`src/spm_pkg.sv`:
```
package spm_pkg;
  // ****************************************
  // register offsets in data space
  // ****************************************
  localparam logic [15:0] SPM_OFS_SEL_A  = 16'h7090;
  localparam logic [15:0] SPM_OFS_SEL_B  = 16'h7092;
  localparam logic [15:0] SPM_OFS_PORT_A = 16'h7098;
  localparam logic [15:0] SPM_OFS_PORT_B = 16'h709A;
  localparam logic [15:0] SPM_OFS_PORT_C = 16'h709C;
  // ****************************************
  // field layouts and reset values
  // ****************************************
  localparam logic [15:0] SPM_RESET_VAL   = 16'h0000;
  localparam logic [15:0] SPM_SEL_A_MASK  = 16'hFF0F;
  localparam logic [15:0] SPM_SEL_B_MASK  = 16'h00FD;
  localparam logic [15:0] SPM_PORT_A_MASK = 16'h0F0F;
  localparam logic [15:0] SPM_PORT_MASK   = 16'hFFFF;
  localparam int          SPM_DIR_POS     = 8;
  localparam int          SPM_B_INVERT_LO = 2;
  localparam int          SPM_B_INVERT_HI = 3;
  localparam logic [7:0]  SPM_B_INV_MASK  = 8'h0C;
  // clock source codes for port c pin one
  localparam logic [1:0]  SPM_CK_GPIO     = 2'h0;
  localparam logic [1:0]  SPM_CK_WDOG     = 2'h1;
  localparam logic [1:0]  SPM_CK_SYS      = 2'h2;
  localparam logic [1:0]  SPM_CK_CPU      = 2'h3;

  // register bus request
  typedef struct packed {
    logic        rd;
    logic        wr;
    logic [15:0] addr;
    logic [15:0] wdata;
  } spm_req_t;

  // peripheral side of eight pins
  typedef struct packed {
    logic [7:0] out;
    logic [7:0] oe;
  } spm_periph_t;
endpackage

```
`src/spm_pin_mux.sv`:
```
`timescale 1ns/1ps
`default_nettype none
// one port of eight pins: chooses peripheral or gpio per pin
module spm_pin_mux
  import spm_pkg::*;
#(
  parameter int          W   = 8,
  parameter logic [7:0]  INV = 8'h00
) (
  input  wire logic [W-1:0] sel,        // select bits from register
  input  wire logic [W-1:0] dir,        // direction bits
  input  wire logic [W-1:0] dat,        // data bits
  input  wire logic [W-1:0] per_out,    // peripheral drive value
  input  wire logic [W-1:0] per_oe,     // peripheral drive enable
  output logic      [W-1:0] next_out,   // pin value
  output logic      [W-1:0] next_oe     // pin enable
);
  logic [W-1:0] periph;
  // inverted bits pick peripheral when clear
  assign periph = sel ^ INV[W-1:0];
  // gpio drives data only when direction is output
  always_comb begin
    for (int i = 0; i < W; i++) begin
      if (periph[i]) begin
        next_out[i] = per_out[i];
        next_oe[i]  = per_oe[i];
      end else begin
        next_out[i] = dat[i];
        next_oe[i]  = dir[i];
      end
    end
  end
endmodule
`default_nettype wire

```
`src/spm_io_ports.sv`:
```
`timescale 1ns/1ps
`default_nettype none
module spm_io_ports
  import spm_pkg::*;
(
  input  wire logic        clk,          // 40 mhz clock
  input  wire logic        arst_n,       // async reset, low
  input  wire spm_req_t    req,          // register access
  output logic      [15:0] rdata,        // read data, registered
  input  wire logic [3:0]  pa_in,        // port a pin levels
  output logic      [3:0]  pa_out,       // port a pin value
  output logic      [3:0]  pa_oe,        // port a pin enable
  input  wire logic [7:0]  pb_in,        // port b pin levels
  output logic      [7:0]  pb_out,       // port b pin value
  output logic      [7:0]  pb_oe,        // port b pin enable
  input  wire logic [7:0]  pc_in,        // port c pin levels
  output logic      [7:0]  pc_out,       // port c pin value
  output logic      [7:0]  pc_oe,        // port c pin enable
  input  wire spm_periph_t per_b,        // port b peripherals
  input  wire spm_periph_t per_c,        // port c peripherals
  input  wire logic [1:0]  clk_out_sel,  // system control clock select
  input  wire logic [2:0]  clk_srcs,     // cpu, sys, watchdog clocks
  output logic [3:0]       sel_analog,   // analog function on port a
  output logic [7:0]       sel_per_c     // port c peripheral select
);
  // ****************************************
  // registers
  // ****************************************
  logic [15:0] pin_select_group_a;
  logic [15:0] pin_select_group_b;
  logic [15:0] port_a_data_direction;
  logic [15:0] port_b_data_direction;
  logic [15:0] port_c_data_direction;
  logic [7:0]  in_lvl_b, in_lvl_c;
  logic [3:0]  in_lvl_a;
  logic [7:0]  next_pb_out, next_pb_oe, next_pc_out, next_pc_oe;
  logic [7:0]  c_out_m, c_oe_m;
  logic [15:0] next_rdata;

  // register writes, reserved bits held zero
  always_ff @(posedge clk or negedge arst_n) begin
    if (!arst_n) begin
      pin_select_group_a    <= SPM_RESET_VAL;
      pin_select_group_b    <= SPM_RESET_VAL;
      port_a_data_direction <= SPM_RESET_VAL;
      port_b_data_direction <= SPM_RESET_VAL;
      port_c_data_direction <= SPM_RESET_VAL;
    end else if (req.wr) begin
      unique case (req.addr)
        SPM_OFS_SEL_A:  pin_select_group_a    <= req.wdata & SPM_SEL_A_MASK;
        SPM_OFS_SEL_B:  pin_select_group_b    <= req.wdata & SPM_SEL_B_MASK;
        SPM_OFS_PORT_A: port_a_data_direction <= req.wdata & SPM_PORT_A_MASK;
        SPM_OFS_PORT_B: port_b_data_direction <= req.wdata;
        SPM_OFS_PORT_C: port_c_data_direction <= req.wdata;
        default: ;
      endcase
    end
  end

  // pin level sampling
  always_ff @(posedge clk or negedge arst_n) begin
    if (!arst_n) begin
      in_lvl_a <= 4'h0;
      in_lvl_b <= 8'h00;
      in_lvl_c <= 8'h00;
    end else begin
      in_lvl_a <= pa_in;
      in_lvl_b <= pb_in;
      in_lvl_c <= pc_in;
    end
  end

  // ****************************************
  // readback
  // ****************************************
  // input pins show level, output pins show data
  always_comb begin
    next_rdata = 16'h0000;
    unique case (req.addr)
      SPM_OFS_SEL_A:  next_rdata = pin_select_group_a;
      SPM_OFS_SEL_B:  next_rdata = pin_select_group_b;
      SPM_OFS_PORT_A: next_rdata = {4'h0, port_a_data_direction[11:8], 4'h0,
                        (port_a_data_direction[11:8] & port_a_data_direction[3:0]) |
                        (~port_a_data_direction[11:8] & in_lvl_a)};
      SPM_OFS_PORT_B: next_rdata = {port_b_data_direction[15:8],
                        (port_b_data_direction[15:8] & port_b_data_direction[7:0]) |
                        (~port_b_data_direction[15:8] & in_lvl_b)};
      SPM_OFS_PORT_C: next_rdata = {port_c_data_direction[15:8],
                        (port_c_data_direction[15:8] & port_c_data_direction[7:0]) |
                        (~port_c_data_direction[15:8] & in_lvl_c)};
      default:        next_rdata = 16'h0000;
    endcase
  end

  always_ff @(posedge clk or negedge arst_n) begin
    if (!arst_n) rdata <= 16'h0000;
    else if (req.rd) rdata <= next_rdata;
  end

  // ****************************************
  // pin muxes
  // ****************************************
  spm_pin_mux #(.W(8), .INV(8'h00)) u_mux_b (
    .sel      (pin_select_group_a[15:8]),
    .dir      (port_b_data_direction[15:8]),
    .dat      (port_b_data_direction[7:0]),
    .per_out  (per_b.out),
    .per_oe   (per_b.oe),
    .next_out (next_pb_out),
    .next_oe  (next_pb_oe)
  );

  spm_pin_mux #(.W(8), .INV(SPM_B_INV_MASK)) u_mux_c (
    .sel      (pin_select_group_b[7:0]),
    .dir      (port_c_data_direction[15:8]),
    .dat      (port_c_data_direction[7:0]),
    .per_out  (per_c.out),
    .per_oe   (per_c.oe),
    .next_out (c_out_m),
    .next_oe  (c_oe_m)
  );

  // pin one follows clock select, not the mux register
  always_comb begin
    next_pc_out = c_out_m;
    next_pc_oe  = c_oe_m;
    unique case (clk_out_sel)
      SPM_CK_GPIO: begin
        next_pc_out[1] = port_c_data_direction[1];
        next_pc_oe[1]  = port_c_data_direction[9];
      end
      SPM_CK_WDOG: begin
        next_pc_out[1] = clk_srcs[0];
        next_pc_oe[1]  = 1'b1;
      end
      SPM_CK_SYS: begin
        next_pc_out[1] = clk_srcs[1];
        next_pc_oe[1]  = 1'b1;
      end
      SPM_CK_CPU: begin
        next_pc_out[1] = clk_srcs[2];
        next_pc_oe[1]  = 1'b1;
      end
    endcase
  end

  // registered pin drive; analog pins never driven
  always_ff @(posedge clk or negedge arst_n) begin
    if (!arst_n) begin
      pa_out     <= 4'h0;
      pa_oe      <= 4'h0;
      pb_out     <= 8'h00;
      pb_oe      <= 8'h00;
      pc_out     <= 8'h00;
      pc_oe      <= 8'h00;
      sel_analog <= 4'h0;
      sel_per_c  <= SPM_B_INV_MASK;
    end else begin
      pa_out     <= port_a_data_direction[3:0];
      pa_oe      <= port_a_data_direction[11:8] & ~pin_select_group_a[3:0];
      pb_out     <= next_pb_out;
      pb_oe      <= next_pb_oe;
      pc_out     <= next_pc_out;
      pc_oe      <= next_pc_oe;
      sel_analog <= pin_select_group_a[3:0];
      sel_per_c  <= pin_select_group_b[7:0] ^ SPM_B_INV_MASK;
    end
  end

  // ****************************************
  // checks
  // ****************************************
  a_port_b_drive: assert property (@(posedge clk) disable iff (!arst_n)
    (!pin_select_group_a[8] && port_b_data_direction[8]) |=>
      (pb_oe[0] && pb_out[0] == $past(port_b_data_direction[0])))
    else $error("port b pin 0 not driven from data");
  a_port_a_analog: assert property (@(posedge clk) disable iff (!arst_n)
    pin_select_group_a[0] |=> !pa_oe[0])
    else $error("analog pin driven");
  a_flag_default: assert property (@(posedge clk) disable iff (!arst_n)
    !pin_select_group_b[2] |=> (pc_out[2] == $past(per_c.out[2])))
    else $error("flag pin not following peripheral");
  a_read_input: assert property (@(posedge clk) disable iff (!arst_n)
    (req.rd && req.addr == SPM_OFS_PORT_B && !port_b_data_direction[8]) |=>
      rdata[0] == $past(in_lvl_b[0]))
    else $error("input level not read back");
  a_reserved_zero: assert property (@(posedge clk) disable iff (!arst_n)
    port_a_data_direction[15:12] == 4'h0 && port_a_data_direction[7:4] == 4'h0)
    else $error("port a reserved bits set");
  a_sel_b_res: assert property (@(posedge clk) disable iff (!arst_n)
    pin_select_group_b[15:8] == 8'h00 && !pin_select_group_b[1])
    else $error("select b reserved bits set");
  a_sel_a_res: assert property (@(posedge clk) disable iff (!arst_n)
    pin_select_group_a[7:4] == 4'h0)
    else $error("select a reserved bits set");
  a_clk_pin: assert property (@(posedge clk) disable iff (!arst_n)
    (clk_out_sel == SPM_CK_SYS) |=> (pc_oe[1] && pc_out[1] == $past(clk_srcs[1])))
    else $error("clock pin not selected");
  c_write_b: cover property (@(posedge clk) req.wr && req.addr == SPM_OFS_PORT_B);
  c_read_c:  cover property (@(posedge clk) req.rd && req.addr == SPM_OFS_PORT_C);
  c_periph:  cover property (@(posedge clk) pin_select_group_a[15]);
endmodule
`default_nettype wire

```
`config.mk`:
```
export PLATFORM = sky130hd
export DESIGN_NAME = spm_io_ports
export DESIGN_NICKNAME = d
export VERILOG_FILES = /design/src/spm_pkg.sv /design/src/spm_pin_mux.sv /design/src/spm_io_ports.sv
export SDC_FILE = /design/constraint.sdc
export NUM_CORES = 1
export LEC_CHECK = 0
export ABC_AREA = 1
export BUFFER_PORTS_ARGS = -buffer_cell sky130_fd_sc_hd__clkbuf_2
export CORE_ASPECT_RATIO = 1.75
export CORE_UTILIZATION = 35
export CTS_CLUSTER_SIZE = 25
export DETAILED_ROUTE_END_ITERATION = 12
export GPL_TIMING_DRIVEN = 0
export SLEW_MARGIN = 10
export SYNTH_ARGS = -nofsm -noshare
export SYNTH_HDL_FRONTEND = slang
export SYNTH_SLANG_ARGS = --single-unit
```
`constraint.sdc`:
```
create_clock -name clk -period 1.99 [get_ports clk]
set_clock_uncertainty 0.05 [all_clocks]
set_input_delay 0.2985 -clock clk [delete_from_list [all_inputs] [get_ports clk]]
set_output_delay 0.2985 -clock clk [all_outputs]
set_load 0.05 [all_outputs]
```
# Word level (Yosys, flattened, before mapping)
# Cells that the tools add are included.
# word_totals
mem_bits_ro	0
memories	0
mem_bits_rw	0
ff_bits	146
latch_bits	0
out_inout_bits	68
# op_classes
n_mux	33
eq_ne	8
n_reduce_logical	7
shift	0
add_sub_neg	0
n_mul	0
magnitude_cmp	0
bitwise	15
n_div	0
# ops
operator	count
16-bit by 15-bit == test with 1-bit output, second input constant	5
16-bit one-hot mux with 5 select lines	1
8-bit AND	4
1-bit 2-to-1 mux	30
8-bit NOT	2
8-bit bitwise OR	2
4-bit AND	3
2-bit AND reduction	5
4-bit NOT	2
2-bit == test, second input constant	2
4-bit bitwise OR	1
1-bit one-hot mux with 4 select lines	1
3-bit OR reduction	1
2-bit by 1-bit == test with 1-bit output, second input constant	1
2-bit logical NOT	1
2-bit NOT	1
1-bit one-hot mux with 2 select lines	1

# Logic depth before layout (Yosys ltp)
# depth
depth_word	4
mapped_depth	10
mapped_depth_nobuf	9

# Modules after synthesis
# From an unflattened synthesis, not the netlist that was laid out.
# unflattened
hier_cells	650
hier_area_um2	6180.9
# modules_own_cells
module	cells_each	seq_area_each_um2	instances	area_per_inst_um2
spm_io_ports	538	3656.0	1	5760.5
spm_pin_mux	56	0.0	2	210.2

# Worst setup path before layout
# Ideal clock, no wire load.
# synth_path
kind	input-to-reg
startpoint	input port req[21] (netlist name)
endpoint	register port_c_data_direction[2]
t_required_ns	1.817
cell_stages	9
t_arrival_ns	1.306
slack_ns	0.511
setup_time_ns	0.123
n_path_buf	2
cell_sequence	nor2_1 -> nand2_2 -> nor2_4 -> and2_4 -> buf_6 -> nand2_4 -> buf_6 -> nand2_2 -> o21ai_2
# synth_between
elab_chain_len	2
# synth_lines
element	line	text
start: declaration	spm_io_ports.sv:8	input wire spm_req_t req,
16-bit by 15-bit == test with 1-bit output	spm_io_ports.sv:49	unique case (req.addr)
2-bit AND reduction (no line)	-	
end signal: assignment	spm_io_ports.sv:54	SPM_OFS_PORT_C: port_c_data_direction <= req.wdata;
end: declaration	spm_io_ports.sv:33	logic [15:0] port_c_data_direction;
# Every way passes these cells.
# A chain may end at the register's enable or synchronous reset.

# Worst setup path after layout
# layout_path
startpoint	register sel_per_c[3]
endpoint	output port sel_per_c[3]
# layout_lines
element	line	text
start: declaration	spm_io_ports.sv:24	output logic [7:0] sel_per_c
start signal: assignment	spm_io_ports.sv:166	sel_per_c <= pin_select_group_b[7:0] ^ SPM_B_INV_MASK;
# No word-level cell between the ends.

==> summary.md <==
| Metric | Value |
|---|---|
| Pre-CTS WS | `84.5 ps` |
| Int Power | `5060 µW` |
| Port bufs | `157` |
| Max Cap Violations | `0` |
| Clock slew at reported path FFs | `70 ps` |
| Initial antenna violation count | `0` |
| Required @ worst endpoint | `1640 ps` |
| Period utilisation layout | `0.777` |
| IO Count | `161` |
| Later-pin clock latency in the skew report | `430 ps` |
| Area Overhead vs Synth | `31.4%` |
| Post-synthesis cell count | `631` |
| Root buffer cell | `clkbuf_16` |
| Max Freq | `647 MHz` |
| Post-synthesis sequential area ratio | `0.597` |
| Netlist Area Pre-Place | `6120 µm²` |
| P_sw | `1650 µW` |
| DR iter-0 viols | `160` |
| Fraction of the mapped netlist area in adder cells | `0` |
| Crit path launch type | `flop` |
| Delay-heaviest family, CP | `flip-flops` |
| Vias/cell | `4.60` |
| RSZ-0062 raised after global routing | `false` |
| Crit-path cells | `clkbuf_2` |
| Kind of critical path | `flop to output port` |
| Setup WS post-layout | `444 ps` |
| Worst hold path type | `input pin to flop` |
| Commonest cells after routing, fill and taps aside | `171 x nand2_1, 156 x clkbuf_2, 144 x dfrtp_1` |
| WL met3 | `674 µm` |
| Seq pwr share | `0.449` |
| Simple-gate portion of the synthesized area | `0.226` |
| Endpoints failing setup | `0` |
| Die width | `102 µm` |
| Die area | `18100 µm²` |
| CP Max Fanout | `1` |
| Compound-Gate Fraction of Synth Area | `0.111` |
| Setup tns final | `0 ps` |
| Final Util | `0.473` |
| Hold WS | `24.3 ps` |
| DR DRC count | `0` |
| Top sig layer | `met4` |
| Via count | `4917` |
| Most common cell after layout, fill and taps aside | `nand2_1` |
| Status | `complete, no violations` |
| Yosys cell types | `25` |
| Largest net degree at the start of global routing | `85` |
| Static leakage | `0.00412 µW` |
| P per Cell Area | `833 nW/µm²` |
| Total gr overflow | `0` |
| Htree depth | `4` |
| Total power | `6710 µW` |
| Postcts setup bufs | `0` |
| Post-Syn Nets | `724` |
| Placeable Area | `17000 µm²` |
| Slew @ Worst Pin | `597 ps` |
| Fin crit period | `1550 ps` |
| All-Layer GR Usage | `0.200` |
| Main combinational cell family by area after synthesis | `simple AND/OR/NAND/NOR gates` |
| CTS max path bufs | `2` |
| Antenna Nets Post-Route | `0` |
| Vias in the first global route | `4969` |
| Fraction of power consumed by combinational cells | `0.053` |
| Max stage delay on crit path | `520 ps` |
| Drt first pass iters | `4` |
| GPL Wtd Cong | `0.829` |
| Worst endpoint data arrival time | `1200 ps` |
| Detailed placement HPWL | `12100 µm` |
| Routed wl met2 | `9280 µm` |
| Final #Nets | `922` |
| Fill cells | `1688` |
| Max VDD drop | `0.000505 V` |
| CP Buf/Inv Count | `1` |
| XOR/XNOR share of the synthesized area | `0` |
| Die Y | `177 µm` |
| FF+latch count, synth | `146` |
| Syn Area/Cell | `9.71 µm²` |
| N_diodes | `0` |
| Mux share of post-synthesis cell area | `0` |
| Slowest-stage cell, CP | `dfstp_2` |
| Cts bufs inserted | `17` |
| Share of post-route cells with drive strength above 1 | `0.360` |
| Clock Power Share | `0.498` |
| Switching part of the total | `0.246` |
| Crit. End Element | `output port` |
| TritonCTS clock tree | `yes` |
| Initial core utilization | `0.360` |
| Max-slew violations | `0` |
| WL met1 | `6220 µm` |
| First-pass GRT wire length | `26400 µm` |
| WL final | `16700 µm` |
| Worst relative slew slack | `0.602` |
| Final hold violations | `0` |
| Wire per inst | `15.6 µm` |
| Syn. warnings | `0` |
| CTS Sinks | `146` |
| FP Rows | `63` |
[kinds of logic (layout without fill, tap and decap cells)]
| kind of cell | after synthesis | count (layout) |
|---|---|---|
| and+or+nand+nor | 300 | 300 |
| DFF | 146 | 146 |
| buffers and inverters | 83 | 294 |
| other | 1 | 1 |
| AOI/OAI and AO/OA | 101 | 101 |
[through the flow]
stage / std cells / instance area, µm²
3_3_place_gp: 1015 / 7190
5_1_grt: 1069 / 8050
4_1_cts: 1069 / 8050
6_report: 1069 / 8050
3_5_place_dp: 1016 / 7230
2_1_floorplan: 631 / 6120
[power by group through the flow]
| stage | clock network, µW | logic, µW | registers, µW |
|---|---|---|---|
| after floorplan | 0 | 88.1 | 3110 |
| after global placement | 0 | 322 | 3070 |
| after detailed placement | 0 | 333 | 3070 |
| after CTS | 3400 | 367 | 3010 |
| after global routing | 3510 | 401 | 3010 |
| final | 3340 | 358 | 3010 |
[metal layers]
metal  global-route usage  vias up
li1                     -     2417
met1                0.214     2343
met2                0.366      133
met3               0.0387       24
met4               0.0994        0
met5                    0        -
[registers in the layout (all words and copies together) (netlist names), 7 cells and up]
signal and flops:
pb_oe 8, pb_out 8, port_a_data_direction 8, rdata 16, sel_per_c 7, pin_select_group_a 12, port_c_data_direction 16, in_lvl_b 8
port_b_data_direction 16, pc_oe 8, pc_out 8, pin_select_group_b 7, in_lvl_c 8
[worst paths after layout]
path                                               start           end  slack (ps)  cells past startpoint
worst min register to register  port_a_data_direction[3]     pa_out[3]         360                      0
min in group asynchronous                         arst_n     pb_out[7]         370                      2
max in group asynchronous                         arst_n     pc_out[1]         730                      3
worst min-delay path                            per_c[6]      pc_oe[6]          20                      3
worst max-delay path                        sel_per_c[3]  sel_per_c[3]         440                      1
worst max register to register  port_b_data_direction[9]      rdata[1]         690                      6
[synth_stat cells]
cell	number	area share
inv_1	61	0.037
conb_1	1	0.00061
nand3_2	1	0.0016
nor2_2	4	0.0041
dfstp_2	2	0.0086
nand3_1	45	0.037
dfrtp_1	144	0.59
nand3b_1	1	0.0012
buf_4	2	0.0025
nand4_1	15	0.015
nand2_4	3	0.0055
buf_6	10	0.018
buf_1	1	0.00061
o21ai_1	12	0.0098
clkbuf_1	2	0.0012
nand2_1	171	0.10
nand2_2	31	0.032
nor2_4	3	0.0055
and2_4	4	0.0057
o21ai_0	42	0.034
nor2_1	22	0.013
o21ai_2	47	0.067
inv_2	1	0.00061
buf_2	5	0.0041
clkinv_1	1	0.00061
[final cells by class]
type | instances | area [µm²] | share of cell area
tap | 227 | 284 | 0.0353
timing repair buffer | 179 | 1030 | 0.128
multi-input combinational | 402 | 2070 | 0.257
sequential | 146 | 3660 | 0.454
clock inverter | 14 | 170 | 0.0211
inverter | 63 | 236 | 0.0294
buffer | 20 | 164 | 0.0204
clock buffer | 18 | 439 | 0.0546
[repair_timing]
item	in CTS	in global routing
gates resized for setup	0	0
endpoints found under the hold margin	82	0
hold buffers	21	0
Note: power is estimated with default switching activity, not from simulation.
